[src/include/tmr_pkg.sv]
// constants, register map and field layout of the 8-bit timer with shared prescaler
package tmr_pkg;

  // -------------------------------------------------------------------------
  // bus, prescaler, ratio and event widths
  // -------------------------------------------------------------------------
  localparam int unsigned ADDR_W  = 8;
  localparam int unsigned DATA_W  = 8;
  localparam int unsigned PRE_W   = 8;
  localparam int unsigned RATIO_W = 3;
  localparam int unsigned EVT_W   = 3;

  // -------------------------------------------------------------------------
  // register offsets
  // -------------------------------------------------------------------------
  localparam logic [7:0] OFS_COUNT     = 8'h01;
  localparam logic [7:0] OFS_INTCTL    = 8'h0b;
  localparam logic [7:0] OFS_OPTION    = 8'h81;
  localparam logic [7:0] OFS_PORTA_DIR = 8'h85;
  localparam logic [7:0] OFS_EVT_STS   = 8'h90;
  localparam logic [7:0] OFS_EVT_MASK  = 8'h91;

  // -------------------------------------------------------------------------
  // field positions
  // -------------------------------------------------------------------------
  localparam int unsigned BIT_OVF_FLAG   = 2;
  localparam int unsigned BIT_OVF_IE     = 5;
  localparam int unsigned BIT_SRC_SEL    = 5;
  localparam int unsigned BIT_EDGE_SEL   = 4;
  localparam int unsigned BIT_PRE_ASSIGN = 3;
  localparam int unsigned RATIO_LSB      = 0;
  localparam int unsigned EVT_OVF        = 0;
  localparam int unsigned EVT_EXT        = 1;
  localparam int unsigned EVT_WDT        = 2;

  // -------------------------------------------------------------------------
  // reset values, direction mask and counts
  // -------------------------------------------------------------------------
  localparam logic [7:0]       RST_COUNT      = 8'h00;
  localparam logic [7:0]       RST_OPTION     = 8'hff;
  localparam logic [7:0]       RST_PORTA_DIR  = 8'h3f;
  localparam logic [7:0]       PORTA_DIR_MASK = 8'h3f;
  localparam logic [EVT_W-1:0] RST_EVT        = 3'h0;
  localparam logic [7:0]       COUNT_MAX      = 8'hff;
  localparam logic [1:0]       INHIBIT_CYCLES = 2'h2;

endpackage : tmr_pkg

[src/include/tmr_link_if.sv]
// internal link between the timer core, its pin synchroniser and its prescaler
`timescale 1ns/1ns
interface tmr_link_if;
  logic       pin;
  logic       edge_sel;
  logic       edge_tick;
  logic       pre_tick_in;
  logic       pre_clear;
  logic       pre_assign;
  logic [2:0] pre_ratio;
  logic       pre_tick_out;

  modport core   (output pin, edge_sel, pre_tick_in, pre_clear, pre_assign, pre_ratio,
                  input  edge_tick, pre_tick_out);
  modport sync   (input  pin, edge_sel, output edge_tick);
  modport scaler (input  pre_tick_in, pre_clear, pre_assign, pre_ratio,
                  output pre_tick_out);
endinterface : tmr_link_if

[src/hdl/tmr_edge_sync.sv]
// synchroniser and edge detector for the external count pin
`timescale 1ns/1ns
module tmr_edge_sync
  import tmr_pkg::*;
(
  input  logic          clk_i,
  input  logic          nrst_i,
  tmr_link_if.sync      lnk
);

  typedef struct packed {
    logic meta;
    logic stable;
    logic prev;
  } tmr_sync_state_t;

  tmr_sync_state_t s_q;
  tmr_sync_state_t s_d;

  // two flops against metastability, a third for edge history
  always_comb
  begin
    s_d        = s_q;
    s_d.meta   = lnk.pin;
    s_d.stable = s_q.meta;
    s_d.prev   = s_q.stable;
  end

  always_ff @(posedge clk_i)
  begin
    if (!nrst_i)
      s_q <= '0;
    else
      s_q <= s_d;
  end

  // edge choice only looks at synchronised flops, never at the first one
  assign lnk.edge_tick = lnk.edge_sel ? (!s_q.stable && s_q.prev)
                                      : (s_q.stable && !s_q.prev);

endmodule : tmr_edge_sync

[src/hdl/tmr_prescaler.sv]
// shared 8-bit prescaler with power-of-two tap select
`timescale 1ns/1ns
module tmr_prescaler
  import tmr_pkg::*;
(
  input  logic          clk_i,
  input  logic          nrst_i,
  tmr_link_if.scaler    lnk
);

  typedef struct packed {
    logic [PRE_W-1:0] cnt;
  } tmr_pre_state_t;

  tmr_pre_state_t s_q;
  tmr_pre_state_t s_d;
  logic [3:0]     width;
  logic [8:0]     span;

  // count is internal only, there is no path to the register bus
  always_comb
  begin
    s_d = s_q;
    if (lnk.pre_clear)
      s_d.cnt = '0;
    else if (lnk.pre_tick_in)
      s_d.cnt = s_q.cnt + 8'h01;
  end

  always_ff @(posedge clk_i)
  begin
    if (!nrst_i)
      s_q <= '0;
    else
      s_q <= s_d;
  end

  // counter side divides by 2^(n+1), watchdog side by 2^n
  always_comb
  begin
    width = lnk.pre_assign ? {1'b0, lnk.pre_ratio}
                           : {1'b0, lnk.pre_ratio} + 4'h1;
    span  = (9'h001 << width) - 9'h001;
  end

  // a clear in the same cycle swallows the tick, so the ratio restarts cleanly
  assign lnk.pre_tick_out = lnk.pre_tick_in && !lnk.pre_clear
                            && ((s_q.cnt & span[7:0]) == span[7:0]);

endmodule : tmr_prescaler

[src/hdl/tmr_top.sv]
// 8-bit timer/counter with shared prescaler, register port and interrupt
//
// The strobed register port was decided locally.
`timescale 1ns/1ns
module tmr_top
  import tmr_pkg::*;
(
  input  logic                      clk_i,
  input  logic                      nrst_i,
  input  logic [tmr_pkg::ADDR_W-1:0] addr_i,
  input  logic [tmr_pkg::DATA_W-1:0] wdata_i,
  input  logic                      wr_i,
  input  logic                      rd_i,
  output logic [tmr_pkg::DATA_W-1:0] rdata_o,
  input  logic                      external_count_pin_i,
  input  logic                      sleep_i,
  input  logic                      wdt_tick_i,
  input  logic                      watchdog_clear_i,
  output logic                      wdt_timeout_o,
  output logic                      irq_o
);

  // -------------------------------------------------------------------------
  // state
  // -------------------------------------------------------------------------
  typedef struct packed {
    logic [7:0]       count_value;
    logic [1:0]       inhibit;
    logic             overflow_flag;
    logic             overflow_irq_enable;
    logic [7:0]       option_settings;
    logic [7:0]       port_a_direction;
    logic [EVT_W-1:0] evt_sts;
    logic [EVT_W-1:0] evt_mask;
    logic [7:0]       rdata;
    logic             wdt_timeout;
  } tmr_state_t;

  localparam tmr_state_t RST_STATE = '{
    count_value:         RST_COUNT,
    inhibit:             2'h0,
    overflow_flag:       1'b0,
    overflow_irq_enable: 1'b0,
    option_settings:     RST_OPTION,
    port_a_direction:    RST_PORTA_DIR,
    evt_sts:             RST_EVT,
    evt_mask:            RST_EVT,
    rdata:               8'h00,
    wdt_timeout:         1'b0
  };

  tmr_state_t s_q;
  tmr_state_t s_d;

  // -------------------------------------------------------------------------
  // submodules
  // -------------------------------------------------------------------------
  tmr_link_if lnk ();

  tmr_edge_sync u_sync (
    .clk_i  (clk_i),
    .nrst_i (nrst_i),
    .lnk    (lnk.sync)
  );

  tmr_prescaler u_pre (
    .clk_i  (clk_i),
    .nrst_i (nrst_i),
    .lnk    (lnk.scaler)
  );

  // -------------------------------------------------------------------------
  // decode and datapath terms
  // -------------------------------------------------------------------------
  logic             wr_count;
  logic             wr_intctl;
  logic             wr_option;
  logic             wr_porta;
  logic             wr_mask;
  logic             rd_sts;
  logic             count_source_select;
  logic             prescaler_assign;
  logic             src_tick;
  logic             inc;
  logic             ovf;
  logic             wdt_out;
  logic [EVT_W-1:0] evt_set;
  logic [EVT_W-1:0] eff_mask;

  // register strobes
  always_comb
  begin
    wr_count  = wr_i && (addr_i == OFS_COUNT);
    wr_intctl = wr_i && (addr_i == OFS_INTCTL);
    wr_option = wr_i && (addr_i == OFS_OPTION);
    wr_porta  = wr_i && (addr_i == OFS_PORTA_DIR);
    wr_mask   = wr_i && (addr_i == OFS_EVT_MASK);
    rd_sts    = rd_i && (addr_i == OFS_EVT_STS);
  end

  // option fields are taken live, so a new assignment acts at once
  assign count_source_select = s_q.option_settings[BIT_SRC_SEL];
  assign prescaler_assign    = s_q.option_settings[BIT_PRE_ASSIGN];

  assign lnk.pin        = external_count_pin_i;
  assign lnk.edge_sel   = s_q.option_settings[BIT_EDGE_SEL];
  assign lnk.pre_assign = prescaler_assign;
  assign lnk.pre_ratio  = s_q.option_settings[RATIO_LSB +: RATIO_W];

  // counting source, frozen in sleep; the watchdog side keeps running
  always_comb
  begin
    src_tick = !sleep_i
               && (count_source_select ? lnk.edge_tick : 1'b1);
  end

  // only one user of the prescaler at a time, the other bypasses it
  always_comb
  begin
    lnk.pre_tick_in = prescaler_assign ? wdt_tick_i : src_tick;
    lnk.pre_clear   = prescaler_assign ? watchdog_clear_i : wr_count;
    wdt_out         = prescaler_assign ? lnk.pre_tick_out : wdt_tick_i;
  end

  // a fresh write holds the count still so the written value is seen intact
  always_comb
  begin
    inc = (s_q.inhibit == 2'h0)
          && (prescaler_assign ? src_tick : lnk.pre_tick_out);
    ovf = inc && (s_q.count_value == COUNT_MAX);
  end

  // event sources for the sticky status register
  always_comb
  begin
    evt_set          = '0;
    evt_set[EVT_OVF] = ovf;
    evt_set[EVT_EXT] = lnk.edge_tick && count_source_select && !sleep_i;
    evt_set[EVT_WDT] = wdt_out;
  end

  // overflow source also needs its own enable bit
  always_comb
  begin
    eff_mask          = s_q.evt_mask;
    eff_mask[EVT_OVF] = s_q.evt_mask[EVT_OVF] && s_q.overflow_irq_enable;
  end

  // -------------------------------------------------------------------------
  // next state
  // -------------------------------------------------------------------------
  always_comb
  begin
    s_d             = s_q;
    s_d.wdt_timeout = wdt_out;

    // counter: a write beats an increment in the same cycle
    if (wr_count)
    begin
      s_d.count_value = wdata_i;
      s_d.inhibit     = INHIBIT_CYCLES;
    end
    else
    begin
      if (inc)
        s_d.count_value = s_q.count_value + 8'h01;
      if (s_q.inhibit != 2'h0)
        s_d.inhibit = s_q.inhibit - 2'h1;
    end

    // interrupt control: hardware only sets the flag, set wins over clear
    if (wr_intctl)
    begin
      s_d.overflow_flag       = wdata_i[BIT_OVF_FLAG];
      s_d.overflow_irq_enable = wdata_i[BIT_OVF_IE];
    end
    if (ovf)
      s_d.overflow_flag = 1'b1;

    // option and mask are plain storage; direction keeps only the PORTA_DIR_MASK bits
    if (wr_option)
      s_d.option_settings = wdata_i;
    if (wr_porta)
      s_d.port_a_direction = wdata_i & PORTA_DIR_MASK;
    if (wr_mask)
      s_d.evt_mask = wdata_i[EVT_W-1:0];

    // status clears on read, but an event in that cycle survives
    s_d.evt_sts = (rd_sts ? '0 : s_q.evt_sts) | evt_set;

    // read data for the next cycle; unmapped offsets return zero
    s_d.rdata = 8'h00;
    if (rd_i)
    begin
      unique case (addr_i)
        OFS_COUNT:
        begin
          s_d.rdata = s_q.count_value;
        end
        OFS_INTCTL:
        begin
          s_d.rdata[BIT_OVF_FLAG] = s_q.overflow_flag;
          s_d.rdata[BIT_OVF_IE]   = s_q.overflow_irq_enable;
        end
        OFS_OPTION:
        begin
          s_d.rdata = s_q.option_settings;
        end
        OFS_PORTA_DIR:
        begin
          s_d.rdata = s_q.port_a_direction;
        end
        OFS_EVT_STS:
        begin
          s_d.rdata[EVT_W-1:0] = s_q.evt_sts;
        end
        OFS_EVT_MASK:
        begin
          s_d.rdata[EVT_W-1:0] = s_q.evt_mask;
        end
        default:
        begin
          s_d.rdata = 8'h00;  // prescaler count is deliberately absent
        end
      endcase
    end
  end

  // -------------------------------------------------------------------------
  // state register
  // -------------------------------------------------------------------------
  always_ff @(posedge clk_i)
  begin
    if (!nrst_i)
      s_q <= RST_STATE;
    else
      s_q <= s_d;
  end

  // -------------------------------------------------------------------------
  // outputs
  // -------------------------------------------------------------------------
  assign rdata_o       = s_q.rdata;
  assign wdt_timeout_o = s_q.wdt_timeout;
  assign irq_o         = |(s_q.evt_sts & eff_mask);

endmodule : tmr_top

[config.mk]
export PLATFORM = sky130hd
export DESIGN_NAME = tmr_top
export DESIGN_NICKNAME = d
export VERILOG_FILES = /design/src/include/tmr_pkg.sv /design/src/include/tmr_link_if.sv /design/src/hdl/tmr_edge_sync.sv /design/src/hdl/tmr_prescaler.sv /design/src/hdl/tmr_top.sv
export SDC_FILE = /design/constraint.sdc
export NUM_CORES = 1
export LEC_CHECK = 0
export ABC_AREA = 1
export BUFFER_PORTS_ARGS = -buffer_cell sky130_fd_sc_hd__buf_2
export CAP_MARGIN = 0
export CELL_PAD_IN_SITES_DETAIL_PLACEMENT = 0
export CELL_PAD_IN_SITES_GLOBAL_PLACEMENT = 1
export CORE_AREA = 8 8 99 101
export CTS_CLUSTER_SIZE = 20
export DETAILED_ROUTE_END_ITERATION = 8
export DIE_AREA = 0 0 107 109
export GPL_ROUTABILITY_DRIVEN = 0
export GPL_TIMING_DRIVEN = 1
export PLACE_DENSITY_LB_ADDON = 0.12
export SKIP_LAST_GASP = 1
export SYNTH_ARGS = -nofsm -noshare
export SYNTH_HDL_FRONTEND = slang
export SYNTH_SLANG_ARGS = --single-unit
[constraint.sdc]
create_clock -name clk_i -period 4.16 [get_ports clk_i]
set_input_delay 0.832 -clock clk_i [delete_from_list [all_inputs] [get_ports clk_i]]
set_output_delay 0.832 -clock clk_i [all_outputs]
set_load 0.02 [all_outputs]
Word-level counts from Yosys, hierarchy flattened
Cells that the tools add are included.
{ "totals": {"ramBits": 0, "memories": 0, "latch_bits": 0, "out_inout_bits": 10, "mem_bits_ro": 0, "ff_bits": 52} }
{ "op_classes": {"muxes": 18, "n_reduce_logical": 29, "bitwise_logic": 4, "mul": 0, "shifts": 1, "n_eq_ne": 8, "div": 0, "n_lt_le_gt_ge": 0, "addsub": 5} }
{ "op_table": {"columns": ["cell", "n"], "rows": [
  ["$eq 8x8->1 const B", 5],
  ["$add 8x1->8 const B", 2],
  ["$logic_and 1x1->1", 16],
  ["$mux 10", 1],
  ["$pmux 2 s5", 1],
  ["$and 8x8->8", 1],
  ["$eq 8x1->1 const B", 1],
  ["$eq 8x4->1 const B", 1],
  ["$eq 8x8->1", 1],
  ["$mux 8", 1],
  ["$reduce_bool 2->1", 4],
  ["$shl 1x4->8 const A", 1],
  ["$sub 8x1->8 const B", 1],
  ["$mux 1", 7],
  ["$pmux 1 s6", 1],
  ["$pmux 2 s3", 1],
  ["$add 3x1->4 const B", 1],
  ["$logic_not 1->1", 4],
  ["$mux 2", 2],
  ["$mux 4", 1],
  ["$pmux 1 s4", 1],
  ["$pmux 2 s2", 1],
  ["$reduce_or 2->1", 2],
  ["$and 3x3->3", 1],
  ["7 further kinds", 7]
]} }

Longest topological paths before layout
Gate-level depths: netlist (run 1).
{ "depth": {"word_depth": 12, "mapped_depth": 20, "mapped_depth_nobuf": 19} }

Modules after synthesis
A second synthesis (run 1) with hierarchy kept.
{ "hier_totals": {"hier_cells": 443, "area_unflattened_um2": 2939.1} }
{ "by_module_without_submodules": {"columns": ["module", "instances", "cells_each", "seq_area_each_um2", "area_per_inst_um2"], "rows": [
  ["tmr_top", 1, 324, 820.8, 2182.1],
  ["tmr_prescaler", 1, 104, 160.2, 649.4],
  ["tmr_edge_sync", 1, 15, 60.1, 107.6]
]} }

Worst setup path before layout (run 1)
No wires, ideal clock.
{ "synth_timing": {"kind": "reg2reg", "from": "register s_q (netlist bit lnk.pre_ratio[0])", "to": "register s_q[39] in the netlist's numbering", "n_path_buf": 0, "path_slack_ns": 1.836, "stages_incl_launch_ff": 19, "arrival_time_ns": 2.211, "required_time_ns": 4.047, "cell_sequence": "dfxtp_1 -> ha_1 -> nand2_4 -> nand2_4 -> nor2_2 -> nand2_2 -> ha_1 -> or2_2 -> nand2_1 -> a21oi_1 -> nand2_1 -> nor2_2 -> nand3_2 -> o21bai_4 -> nand2_4 -> nand2_8 -> nand2_1 -> nand2_1 -> nor2_1"} }
{ "synth_via": {"elab_chain_cells": 10} }
{ "synth_lines": {"columns": ["element", "line", "rtl"], "rows": [
  ["start: declaration", "tmr_top.sv:52", "tmr_state_t s_q;"],
  ["start signal: assignment", "tmr_top.sv:235", "s_q <= RST_STATE;"],
  ["start signal: assignment", "tmr_top.sv:237", "s_q <= s_d;"],
  ["$add 3x1->4", "tmr_prescaler.sv:42", ": {1'b0, lnk.pre_ratio} + 4'h1;"],
  ["$mux 4 (*)", "tmr_prescaler.sv:41", "width = lnk.pre_assign ? {1'b0, lnk.pre_ratio}"],
  ["$shl 1x4->8 (*)", "tmr_prescaler.sv:43", "span = (9'h001 << width) - 9'h001;"],
  ["$sub 8x1->8 (*)", "tmr_prescaler.sv:43", null],
  ["$and 8x8->8", "tmr_prescaler.sv:48", "&& ((s_q.cnt & span[7:0]) == span[7:0]);"],
  ["$eq 8x8->1 (*)", "tmr_prescaler.sv:48", null],
  ["$logic_and 1x1->1 (*)", "tmr_prescaler.sv:48", null],
  ["$mux 1 (*)", "tmr_top.sv:129", "&& (prescaler_assign ? src_tick : lnk.pre_tick_out);"],
  ["$logic_and 1x1->1 (*)", "tmr_top.sv:129", null],
  ["$reduce_bool 2->1 (no source line) (*)", null, null]
]} }
Every way passes the cells marked *; elsewhere a longest branch is shown, timed or not.
A chain may end at the register's enable or synchronous reset.

Worst setup path after layout (run 1)
{ "layout_timing": {"from": "register s_q (netlist bit lnk.pre_assign)", "to": "register s_q[39] in the netlist's numbering"} }
{ "layout_via": {"elab_chain_cells": 9, "elab_cells_between_ends": 13, "cone_classes": "add/sub: 1; eq/ne: 1; shift: 1; mux: 4; bitwise: 1; reduce/logical: 5"} }
{ "layout_lines": {"columns": ["element", "line"], "rows": [
  ["$mux 4", "tmr_prescaler.sv:41"],
  ["$shl 1x4->8", "tmr_prescaler.sv:43"],
  ["$sub 8x1->8", "tmr_prescaler.sv:43"],
  ["$and 8x8->8", "tmr_prescaler.sv:48"],
  ["$eq 8x8->1", "tmr_prescaler.sv:48"],
  ["$logic_and 1x1->1", "tmr_prescaler.sv:48"],
  ["$mux 1 (*)", "tmr_top.sv:129"],
  ["$logic_and 1x1->1 (*)", "tmr_top.sv:129"],
  ["$reduce_bool 2->1 (no source line) (*)", null]
]} }
Marks and branches as above.

==> results of run 1 <==
==> logic make-up after synthesis <==
kind of cell             after synthesis
adder cells (fa/ha/maj)                4
buffers and inverters                 72
XOR/XNOR                               2
multiplexers                           1
flip-flops                            52
AND/OR/NAND/NOR                      201
AO/OA/AOI/OAI                         76
==> registers in the layout, indices dropped and copies added, names as in the netlist, 2 cells and up <==
signal,count
s_q,24
rdata_o,8
u_pre.s_q,8
lnk.pre_ratio,3
eff_mask,2
u_sync.s_d,2
==> stage by stage <==
stage | cell area, um2 | hold slack [ns] | power, mW
after floorplan | 2810 | 0.390 | 0.544
after global placement | 3030 | 0.395 | 0.571
after detailed placement | 3030 | 0.409 | 0.571
after CTS | 3130 | 0.430 | 0.891
after global routing | 3130 | 0.451 | 0.917
final | 3130 | 0.427 | 0.877
==> cell type report <==
type | instances | area share [%]
Multi-Input combinational cell | 284 | 46.8
Clock inverter | 3 | 0.840
Inverter | 56 | 6.76
Tap cell | 108 | 4.32
Sequential cell | 52 | 33.3
Timing Repair Buffer | 35 | 5.76
Clock buffer | 5 | 2.20
==> critical path: stages, from the launching register on <==
cell and delay, ns:
dfxtp_1 0.47, inv_2 0.18, nand3_1 0.18, nand2_2 0.11, nor2_2 0.12, nand2_2 0.07
ha_1 0.27, or2_2 0.09, nand2_1 0.04, a21oi_1 0.12, nand2_1 0.08, nor2_2 0.11
nand3_2 0.09, o21bai_4 0.15, nand2_4 0.12, nand2_8 0.14, nand2_1 0.07, nand2_1 0.05
nor2_1 0.04
==> synth_stat cells <==
library cell  number
a21oi_1           30
a21oi_2            7
a221oi_1           2
a31oi_1            1
a41oi_1            1
buf_4              8
buf_6              1
clkbuf_1           7
clkinv_1           1
clkinv_2           1
dfxtp_1           52
ha_1               4
inv_1             52
inv_2              2
mux2i_1            1
nand2_1           95
nand2_2           10
nand2_4            4
nand2_8            1
nand3_1           43
nand3_2            2
nand3b_1           1
nand4_1            4
nor2_1            28
nor2_2             3
nor2_4             1
nor3_1             5
nor4_1             1
o211ai_1           1
o21a_1             1
o21ai_0           27
o21bai_4           1
o221ai_1           2
o22ai_1            3
or2_1              1
or2_2              2
xor2_1             2
==> report_power, final <==
| group | total [mW] | internal, mW | leakage (nW) | switching (mW) |
|---|---|---|---|---|
| sequential | 0.503 | 0.501 | 0.420 | 0.00256 |
| combinational | 0.0559 | 0.0183 | 0.925 | 0.0375 |
| clock | 0.318 | 0.124 | 0.0491 | 0.193 |
| total | 0.877 | 0.644 | 1.39 | 0.233 |
==> worst max-delay path by stage <==
stage                          to  cells past startpoint  slack [ns]             start
after floorplan           s_q[39]                     18        1.84  lnk.pre_ratio[0]
after global placement    s_q[37]                     15        1.40         addr_i[2]
after detailed placement  s_q[37]                     15        1.36         addr_i[5]
after CTS                 s_q[39]                     18        1.50    lnk.pre_assign
after global routing      s_q[39]                     19        1.26    lnk.pre_assign
final                     s_q[39]                     18        1.54    lnk.pre_assign
==> metal layers <==
| layer | routed length, um | vias up | GRT usage (%) | share of wire (%) |
|---|---|---|---|---|
| met3 | 202 | 8 | 2.36 | 2.7 |
| li1 | - | 1373 | - | - |
| met2 | 3580 | 31 | 22.8 | 47 |
| met1 | 3710 | 1186 | 17.6 | 49 |
| met4 | 96 | 0 | 3.92 | 1.3 |
| met5 | 0 | - | 0 | 0 |
==> run metrics, run 1 <==
status completed; Setup WS pre-CTS 1.36 ns; CTS Root Cell clkbuf_8; FF-to-FF Start lnk.pre_assign; port bufs 33; Yosys top cell by area dfxtp_1; Clock Sinks 52; Final Hold Fails 0; antenna cells 0; drt first pass iters 4; Distinct cells, synth 37; Synth Cell Area 2810 um2; Register-to-Register Path Depth 18; largest net degree at the start of global routing 22; Fmax 381 MHz; final period utilization 63.1%; synth top area cells dfxtp_1, nand2_1, nand3_1, inv_1, a21oi_1; Tot GR Track Use 13.6%; largest family of logic cells by synthesized area simple AND/OR/NAND/NOR gates; post-route ant nets 0; register area 1040 um2; Reg2Reg Setup Slack 1.54 ns; drt total wl 7.59 mm; Clock transition at path regs 0.12 ns; count of final setup violators 0; Period minus WS final 2.62 ns; simple-gate share of the synthesized area 33.3%; Row Count 34; Synth Warn # 0; Initial Util 33.6%; H-tree depth 2; initial antenna violation count 0; # fillers 902; Pleak 1.39 nW; post-synthesis area per instance 6.90 um2; IO Pins 34; die height 109 um; area occupied by multi-input gates 1460 um2; area growth from synthesis to layout 11.1%; Cells after Synth 408; max_cap viols 0; Hold Crit Endpoint u_sync.s_d[0]; Worst Skew 0.0139 ns; die width 107 um; die area 11700 um2; RSZ-0062 raised after global routing false; post-synth net total 436; layout cell share with drive strength beyond 1 17.7%; Critical Path Source Type flip-flop; first-pass GRT wire length 12.6 mm; commonest non-fill, non-tap cell in the layout nand2_1; Worst Hold Class flip-flop to flip-flop; TritonCTS clock tree built; Via Count 2598; dpl hpwl 5.92 mm; vias in the first global route 2523; clock buffer depth 2; clock latency on the worst-skew pair 0.32 ns; Core Region 8380 um2; TritonCTS Buffers 5; share of the synthesized area in the top cell type 37.0%; Worst setup EP type flip-flop; Final Util 37.3%; Nets 462; Worst R2R End s_q[39]; Post-CTS Setup Bufs 0; Slew @ Worst Pin 0.882 ns; post_cts resized 0; starting DRC count in detailed routing 137; Residual DRC 0; Inst Count DP 535; PD cells 280 nW/um2; register area share after synthesis 37.0%; total grt overflow 0; FF+latch count, synth 52; Setup WS post-layout 1.54 ns; VDD IR max 0.151 mV; Routed WL per cell 14.0 um; hold_buf cts 0; post-synthesis compound-gate area fraction 16.0%; leading cell types in the layout, fill and taps excluded nand2_1, inv_1, dfxtp_1, nand3_1, buf_2; setup_tns 0 ns; Post-Layout Cell Count 543; Hold Path Cell Cnt 2; Slew Limit Fails 0; Crit Path Category flip-flop to flip-flop; relative slew slack 41.0%; hold wc startpoint u_sync.s_d[1]; adder-cell area share of the yosys netlist 1.78%; Via density 4.78; Req. time, crit path 4.38 ns; crit path max fanout 12; xor/xnor share of the synthesized area 0.622%; crit path DAT 2.84 ns; mux contribution to synthesized area 0.356%
Power figures use the tool's default switching activity.
==> run 2: changes to the inputs <==
--- a/config.mk
+++ b/config.mk
@@ -5,7 +5,7 @@
 export SDC_FILE = /design/constraint.sdc
 export NUM_CORES = 1
 export LEC_CHECK = 0
-export ABC_AREA = 1
+export ABC_AREA = 0
 export BUFFER_PORTS_ARGS = -buffer_cell sky130_fd_sc_hd__buf_2
 export CAP_MARGIN = 0
 export CELL_PAD_IN_SITES_DETAIL_PLACEMENT = 0
==> constraint.sdc (replaced) <==
create_clock -name clk_i -period 2.64 [get_ports clk_i]
set_input_delay 0.528 -clock clk_i [delete_from_list [all_inputs] [get_ports clk_i]]
set_output_delay 0.528 -clock clk_i [all_outputs]
set_load 0.02 [all_outputs]
==> run 2 against run 1 <==
- the run now ends with negative setup slack left
- synthesized cell count down 19%
- flip-flop and latch count unchanged
- clock power rose by 55%
- largest power group unchanged
- non-clock buffer count is 44 higher
- highest routed layer unchanged
==> run metrics, run 2 <==
post-route ant nets 0 (unchanged); hold_buf cts 0 (unchanged); CTS Root Cell clkbuf_8 (unchanged); die area 11700 um2 (unchanged); FF-to-FF Start lnk.pre_ratio[1] (was lnk.pre_assign); FF+latch count, synth 52 (unchanged); layout cell share with drive strength beyond 1 31.1% (was 17.7%); Post-synth EDFFs 0 (unchanged); Crit Path Category flip-flop to flip-flop (unchanged); Clock Sinks 52 (unchanged); # fillers 858 (was 902); VDD IR max 0.192 mV (was 0.151 mV); register area share after synthesis 37.2% (was 37.0%); first-pass GRT wire length 12.9 mm (was 12.6 mm); Cells after Synth 330 (was 408); TritonCTS clock tree built (unchanged); max_cap viols 0 (unchanged); crit path max fanout 6 (was 12); area growth from synthesis to layout 25.2% (was 11.1%); drt total wl 8.26 mm (was 7.59 mm); Worst Skew 0.0206 ns (was 0.0139 ns); die width 107 um (unchanged); Fmax 331 MHz (was 381 MHz); Via density 5.24 (was 4.78); Worst R2R End s_q[40] (was s_q[39]); Inst Count DP 487 (was 535); crit path DAT 3.25 ns (was 2.84 ns); Setup WS post-layout -0.379 ns (was 1.54 ns); Initial Util 33.4% (was 33.6%); total power 1.38 mW (was 0.877 mW); starting DRC count in detailed routing 102 (was 137); Worst Hold Class input pin to flip-flop (was flip-flop to flip-flop); commonest non-fill, non-tap cell in the layout dfxtp_1 (was nand2_1); Largest register FFs 24 (unchanged); port bufs 33 (unchanged); most frequent cell after synthesis dfxtp_1 (was nand2_1); Routed WL per cell 16.5 um (was 14.0 um); Post-Layout Cell Count 500 (was 543); Worst setup EP type flip-flop (unchanged); post-synthesis area per instance 8.48 um2 (was 6.90 um2); drt first pass iters 4 (unchanged); relative slew slack 64.7% (was 41.0%); die height 109 um (unchanged); Register-to-Register Path Depth 12 (was 18); dominant synthesized flop cell dfxtp_1 (unchanged); H-tree depth 2 (unchanged); post-synth net total 358 (was 436); status finished, violations left (was completed); RSZ-0062 raised after global routing true (was false); Synth Cell Area 2800 um2 (was 2810 um2); Final Hold Fails 0 (unchanged); Final Util 41.8% (was 37.3%); leading cell types in the layout, fill and taps excluded dfxtp_1, buf_4, nand2_1, buf_2, nand3_1 (was nand2_1, inv_1, dfxtp_1, nand3_1, buf_2); Clock transition at path regs 0.11 ns (was 0.12 ns); dpl hpwl 6.35 mm (was 5.92 mm); largest net degree at the start of global routing 38 (was 22); Nets 419 (was 462); Period minus WS final 3.02 ns (was 2.62 ns); TritonCTS Buffers 5 (unchanged); Distinct cells, synth 62 (was 37); Placed Area 3290 um2 (was 3030 um2); synth top area cells dfxtp_1, nand2_1, nand3_1, nor2_1, o21ai_0 (was dfxtp_1, nand2_1, nand3_1, inv_1, a21oi_1); Residual DRC 0 (unchanged); Pleak 1.39 nW (about the same); count of final setup violators 12 (was 0); Core Region 8380 um2 (unchanged); total grt overflow 0 (unchanged); antenna cells 0 (unchanged); Slew Limit Fails 0 (unchanged); Worst Setup EP s_q[40] (was s_q[39]); share of the synthesized area in the top cell type 37.2% (was 37.0%); Via Count 2618 (was 2598); final instance area 3500 um2 (was 3130 um2); vias in the first global route 2427 (was 2523); most flop-heavy register s_q (unchanged); ys async rst share 0% (unchanged); Critical Path Source Type flip-flop (unchanged); Slew @ Worst Pin 0.530 ns (was 0.882 ns); Reg2Reg Setup Slack -0.38 ns (was 1.54 ns); initial antenna violation count 0 (unchanged); clock latency on the worst-skew pair 0.32 ns (about the same); Req. time, crit path 2.87 ns (was 4.38 ns); Post-synth top cells dfxtp_1, nand2_1, nand3_1 (was nand2_1, dfxtp_1, inv_1); Row Count 34 (unchanged); Synth Warn # 0 (unchanged); CP startpoint lnk.pre_ratio[1] (was lnk.pre_assign); PD cells 394 nW/um2 (was 280 nW/um2); failing checks negative setup slack; final period utilization 114% (was 63.1%); Tot GR Track Use 14.0% (was 13.6%); Yosys top cell by area dfxtp_1 (unchanged); IO Pins 34 (unchanged); clock buffer depth 2 (unchanged)
-- run 2: changes by cell type in the layout (fill, tap and decap cells not counted), sizes merged, moves of 8 or more --
cell,delta
inv,-47
nand2,-67
nand3,-17
a31oi,+8
nor2b,+10
buf,+44
nor2,-10
a21oi,-27
o21ai,-11
-- run 2: cell families (layout without fill, tap and decap cells) --
group | after synthesis | after routing | synth area share [%]
AND/OR/NAND/NOR | 151 | 151 | 29.1
AO/OA/AOI/OAI | 72 | 72 | 17.9
flip-flops | 52 | 52 | 37.2
buffers and inverters | 32 | 94 | 7.16
multiplexers | 12 | 12 | 4.65
XOR/XNOR | 7 | 7 | 2.19
adder cells (fa/ha/maj) | 4 | 4 | 1.79
-- run 2: critical path, cell delays in order, from the launching register on --
cell	delay, ns
dfxtp_2	0.35
ha_4	0.17
or2_4	0.24
a2111oi_4	0.28
a31oi_1	0.08
ha_2	0.21
o2111a_2	0.16
nor2_2	0.16
o311ai_4	0.11
nor4_4	0.36
o21ai_2	0.16
or4_1	0.48
a31oi_1	0.18
-- run 2: worst min path at each step --
| stage | from | slack, ns | endpoint | cells after the start |
|---|---|---|---|---|
| after floorplan | u_sync.s_d[1] | 0.41 | u_sync.s_d[0] | 1 |
| after global placement | u_sync.s_d[1] | 0.42 | u_sync.s_d[0] | 1 |
| after global routing | external_count_pin_i | 0.43 | u_sync.s_d[1] | 2 |
| after CTS | external_count_pin_i | 0.42 | u_sync.s_d[1] | 2 |
| after detailed placement | u_sync.s_d[1] | 0.43 | u_sync.s_d[0] | 1 |
| final | external_count_pin_i | 0.43 | u_sync.s_d[1] | 2 |
-- run 2: final cells by class --
type	instances	area, um2	share of cell area, %
inverters	7	26.3	0.750
well taps	108	135	3.86
clock inverters	3	26.3	0.750
multi-input cells	246	1680	48.1
repair buffers	79	518	14.8
flip-flops and latches	52	1040	29.8
clock buffers	5	68.8	1.96
-- run 2: report_power, final --
| part | internal [mW] | leakage, nW | switching [mW] |
|---|---|---|---|
| registers | 0.789 | 0.419 | 0.00417 |
| logic | 0.0422 | 0.919 | 0.0510 |
| clock network | 0.196 | 0.0491 | 0.298 |
| total | 1.03 | 1.39 | 0.354 |
-- run 2: routing by layer --
metal / GRT usage [%] / routed length (um) / vias to the layer above
met1: 18.2 / 3800 / 1246
met5: 0 / 0 / -
met3: 2.13 / 286 / 10
met2: 23.1 / 4010 / 46
li1: - / - / 1316
met4: 5.03 / 163 / 0
-- run 2: through the flow --
stage / hold WS [ns] / TNS, ns / setup slack [ns]
final: 0.429 / -3.14 / -0.379
after detailed placement: 0.430 / -2.58 / -0.303
after global placement: 0.424 / -2.11 / -0.249
after global routing: 0.432 / -5.01 / -0.563
after floorplan: 0.412 / -0.585 / -0.106
after CTS: 0.420 / -2.72 / -0.312
-- run 2: what timing repair did --
action | 4_1_cts | 5_1_grt
setup buffers | 3 | 3
setup endpoints to repair | 12 | 12
resized for setup | 4 | 12
pin swaps | 6 | 7
==> run 3: changes to the inputs <==
--- a/config.mk
+++ b/config.mk
@@ -10,14 +10,15 @@
 export CAP_MARGIN = 0
 export CELL_PAD_IN_SITES_DETAIL_PLACEMENT = 0
 export CELL_PAD_IN_SITES_GLOBAL_PLACEMENT = 1
-export CORE_AREA = 8 8 99 101
+export CORE_AREA = 2 2 93 95
 export CTS_CLUSTER_SIZE = 20
 export DETAILED_ROUTE_END_ITERATION = 8
-export DIE_AREA = 0 0 107 109
+export DIE_AREA = 0 0 95 97
 export GPL_ROUTABILITY_DRIVEN = 0
 export GPL_TIMING_DRIVEN = 1
 export PLACE_DENSITY_LB_ADDON = 0.12
 export SKIP_LAST_GASP = 1
+export SLEW_MARGIN = 20
 export SYNTH_ARGS = -nofsm -noshare
 export SYNTH_HDL_FRONTEND = slang
 export SYNTH_SLANG_ARGS = --single-unit
==> constraint.sdc (replaced) <==
create_clock -name clk_i -period 2.64 [get_ports clk_i]
set_input_delay 0.528 -clock clk_i [delete_from_list [all_inputs] [get_ports clk_i]]
set_output_delay 0.528 -clock clk_i [all_outputs]
set_load 0.1 [all_outputs]
==> run 3 against run 2 <==
- the flow still finishes with violations (negative setup slack)
- largest cell class unchanged
- critical path type unchanged
- design area down 0.21%
- utilization up 1.2 points
- global-route usage up 4.1 points
- worst setup slack better by 0.0085 ns
- worst hold slack worse by 0.0036 ns
- wire length down 2.4%
- critical path depth unchanged
- register-to-register slack about the same
- sequential power about the same
- combinational power up 2.3%
- maximum frequency up 0.28%
==> run metrics, run 3 (synthesis results as in run 2) <==
total grt overflow 0 (unchanged); Residual DRC 0 (unchanged); Core Region 8130 um2 (was 8380 um2); Inst Count DP 480 (was 487); slowest stage delay, CP 0.48 ns (about the same); area growth from synthesis to layout 24.9% (was 25.2%); final instance area 3490 um2 (was 3500 um2); most flop-heavy register s_q (unchanged); TritonCTS clock tree built (unchanged); die width 95 um (was 107 um); CTS Root Cell clkbuf_8 (unchanged); starting DRC count in detailed routing 121 (was 102); total power 1.46 mW (was 1.38 mW); Worst setup EP type flip-flop (unchanged); initial antenna violation count 0 (unchanged); commonest non-fill, non-tap cell in the layout dfxtp_1 (unchanged); final period utilization 114% (about the same); Nets 415 (was 419); leading cell types in the layout, fill and taps excluded dfxtp_1, nand2_1, buf_4, buf_2, nand3_1 (was dfxtp_1, buf_4, nand2_1, buf_2, nand3_1); Slew @ Worst Pin 0.548 ns (was 0.530 ns); Clock transition at path regs 0.10 ns (was 0.11 ns); drt first pass iters 7 (was 4); failing checks negative setup slack (unchanged); Placed Area 3260 um2 (was 3290 um2); # fillers 820 (was 858); Setup WS post-layout -0.371 ns (was -0.379 ns); setup_tns -3.16 ns (was -3.14 ns); Via Count 2592 (was 2618); antenna cells 0 (unchanged); relative slew slack 63.4% (was 64.7%); port bufs 33 (unchanged); Worst Skew 0.0138 ns (was 0.0206 ns); H-tree depth 2 (unchanged); IO Pins 34 (unchanged); worst path cell trace ha_4, or2_4, a2111oi_2, a31oi_1, ha_2, o2111a_2, nor2_4, o311ai_4, nor4_4, o21ai_2, or4_1, a31oi_1 (was ha_4, or2_4, a2111oi_4, a31oi_1, ha_2, o2111a_2, nor2_2, o311ai_4, nor4_4, o21ai_2, or4_1, a31oi_1); max_cap viols 0 (unchanged); most frequent CP cell a31oi_1 (unchanged); Worst Path Buf+Inv 0 (unchanged); die height 97 um (was 109 um); Clock Sinks 52 (unchanged); Final Util 43.0% (was 41.8%); Initial Util 34.4% (was 33.4%); Period minus WS final 3.01 ns (was 3.02 ns); Crit Path Category flip-flop to flip-flop (unchanged); drt total wl 8.07 mm (was 8.26 mm); CP max-delay cell or4_1 (unchanged); VDD IR max 0.220 mV (was 0.192 mV); Pleak 1.38 nW (was 1.39 nW); register area 1050 um2 (was 1040 um2); Tot GR Track Use 18.2% (was 14.0%); Routed WL per cell 16.4 um (was 16.5 um); dpl hpwl 6.09 mm (was 6.35 mm); Largest register FFs 24 (unchanged); first-pass GRT wire length 13.1 mm (was 12.9 mm); Final Hold Fails 0 (unchanged); status finished, violations left (unchanged); count of final setup violators 11 (was 12); post-route ant nets 0 (unchanged); clock buffer depth 2 (unchanged); CP top delay family simple AND/OR/NAND/NOR gates (unchanged); Via density 5.26 (was 5.24); crit path DAT 3.25 ns (about the same); Fmax 332 MHz (was 331 MHz); RSZ-0062 raised after global routing true (unchanged); die area 9220 um2 (was 11700 um2); vias in the first global route 2452 (was 2427); Critical Path Source Type flip-flop (unchanged); Row Count 33 (was 34); TritonCTS Buffers 5 (unchanged); Post-Layout Cell Count 493 (was 500); PD cells 417 nW/um2 (was 394 nW/um2); crit path max fanout 5 (was 6); clock latency on the worst-skew pair 0.32 ns (about the same); largest net degree at the start of global routing 25 (was 38); area occupied by multi-input gates 1680 um2 (about the same); hold_buf cts 0 (unchanged); layout cell share with drive strength beyond 1 30.9% (was 31.1%); Slew Limit Fails 0 (unchanged); Worst Hold Class input pin to flip-flop (unchanged); Req. time, crit path 2.88 ns (was 2.87 ns)
==> run 3: power by group <==
group          total (mW)  leakage, nW  internal [mW]  switching [mW]
clock               0.570       0.0548          0.286           0.284
sequential          0.791        0.419          0.788         0.00397
combinational      0.0953        0.906         0.0421          0.0532
total                1.46         1.38           1.12           0.341
==> run 3: area by class of cell <==
cell class / count / share of cell area, %
Timing Repair Buffer: 75 / 14.2
Multi-Input combinational cell: 246 / 48.0
Clock inverter: 3 / 1.32
Clock buffer: 5 / 1.97
Inverter: 7 / 0.752
Tap cell: 105 / 3.76
Sequential cell: 52 / 30.0
==> run 3: path summary, 6_finish.rpt <==
check                                     startpoint            end  slack (ns)  cells after the start
worst max-delay path                lnk.pre_ratio[1]        s_q[40]       -0.37                     12
worst min-delay path            external_count_pin_i  u_sync.s_d[1]        0.43                      2
worst max register to register      lnk.pre_ratio[1]        s_q[40]       -0.37                     12
worst min register to register         u_sync.s_d[1]  u_sync.s_d[0]        0.44                      1
==> run 3: per-stage QoR <==
step           hold slack [ns]  worst slack, ns
2_1_floorplan            0.412           -0.106
3_3_place_gp             0.415           -0.256
3_5_place_dp             0.421           -0.310
4_1_cts                  0.416           -0.315
5_1_grt                  0.440           -0.545
6_report                 0.426           -0.371
==> run 3: routing by layer <==
layer | vias to the layer above | track usage [%] | wire length, um
met3 | 10 | 3.19 | 447
met2 | 48 | 29.0 | 3810
met4 | 0 | 4.01 | 118
met5 | - | 0 | 0
met1 | 1227 | 25.5 | 3690
li1 | 1307 | - | -
==> run 3: worst reg2reg max path: stages, from the launching register on <==
cell and delay, ns:
dfxtp_4 0.37, ha_4 0.17, or2_4 0.24, a2111oi_2 0.29, a31oi_1 0.09, ha_2 0.22
o2111a_2 0.17, nor2_4 0.13, o311ai_4 0.12, nor4_4 0.38, o21ai_2 0.14, or4_1 0.48
a31oi_1 0.16
==> run 3: repair_timing <==
action | CTS | global route
pin swaps | 4 | 6
endpoints found under the setup margin | 11 | 12
gates resized for setup | 7 | 13
buffers inserted | 3 | 2
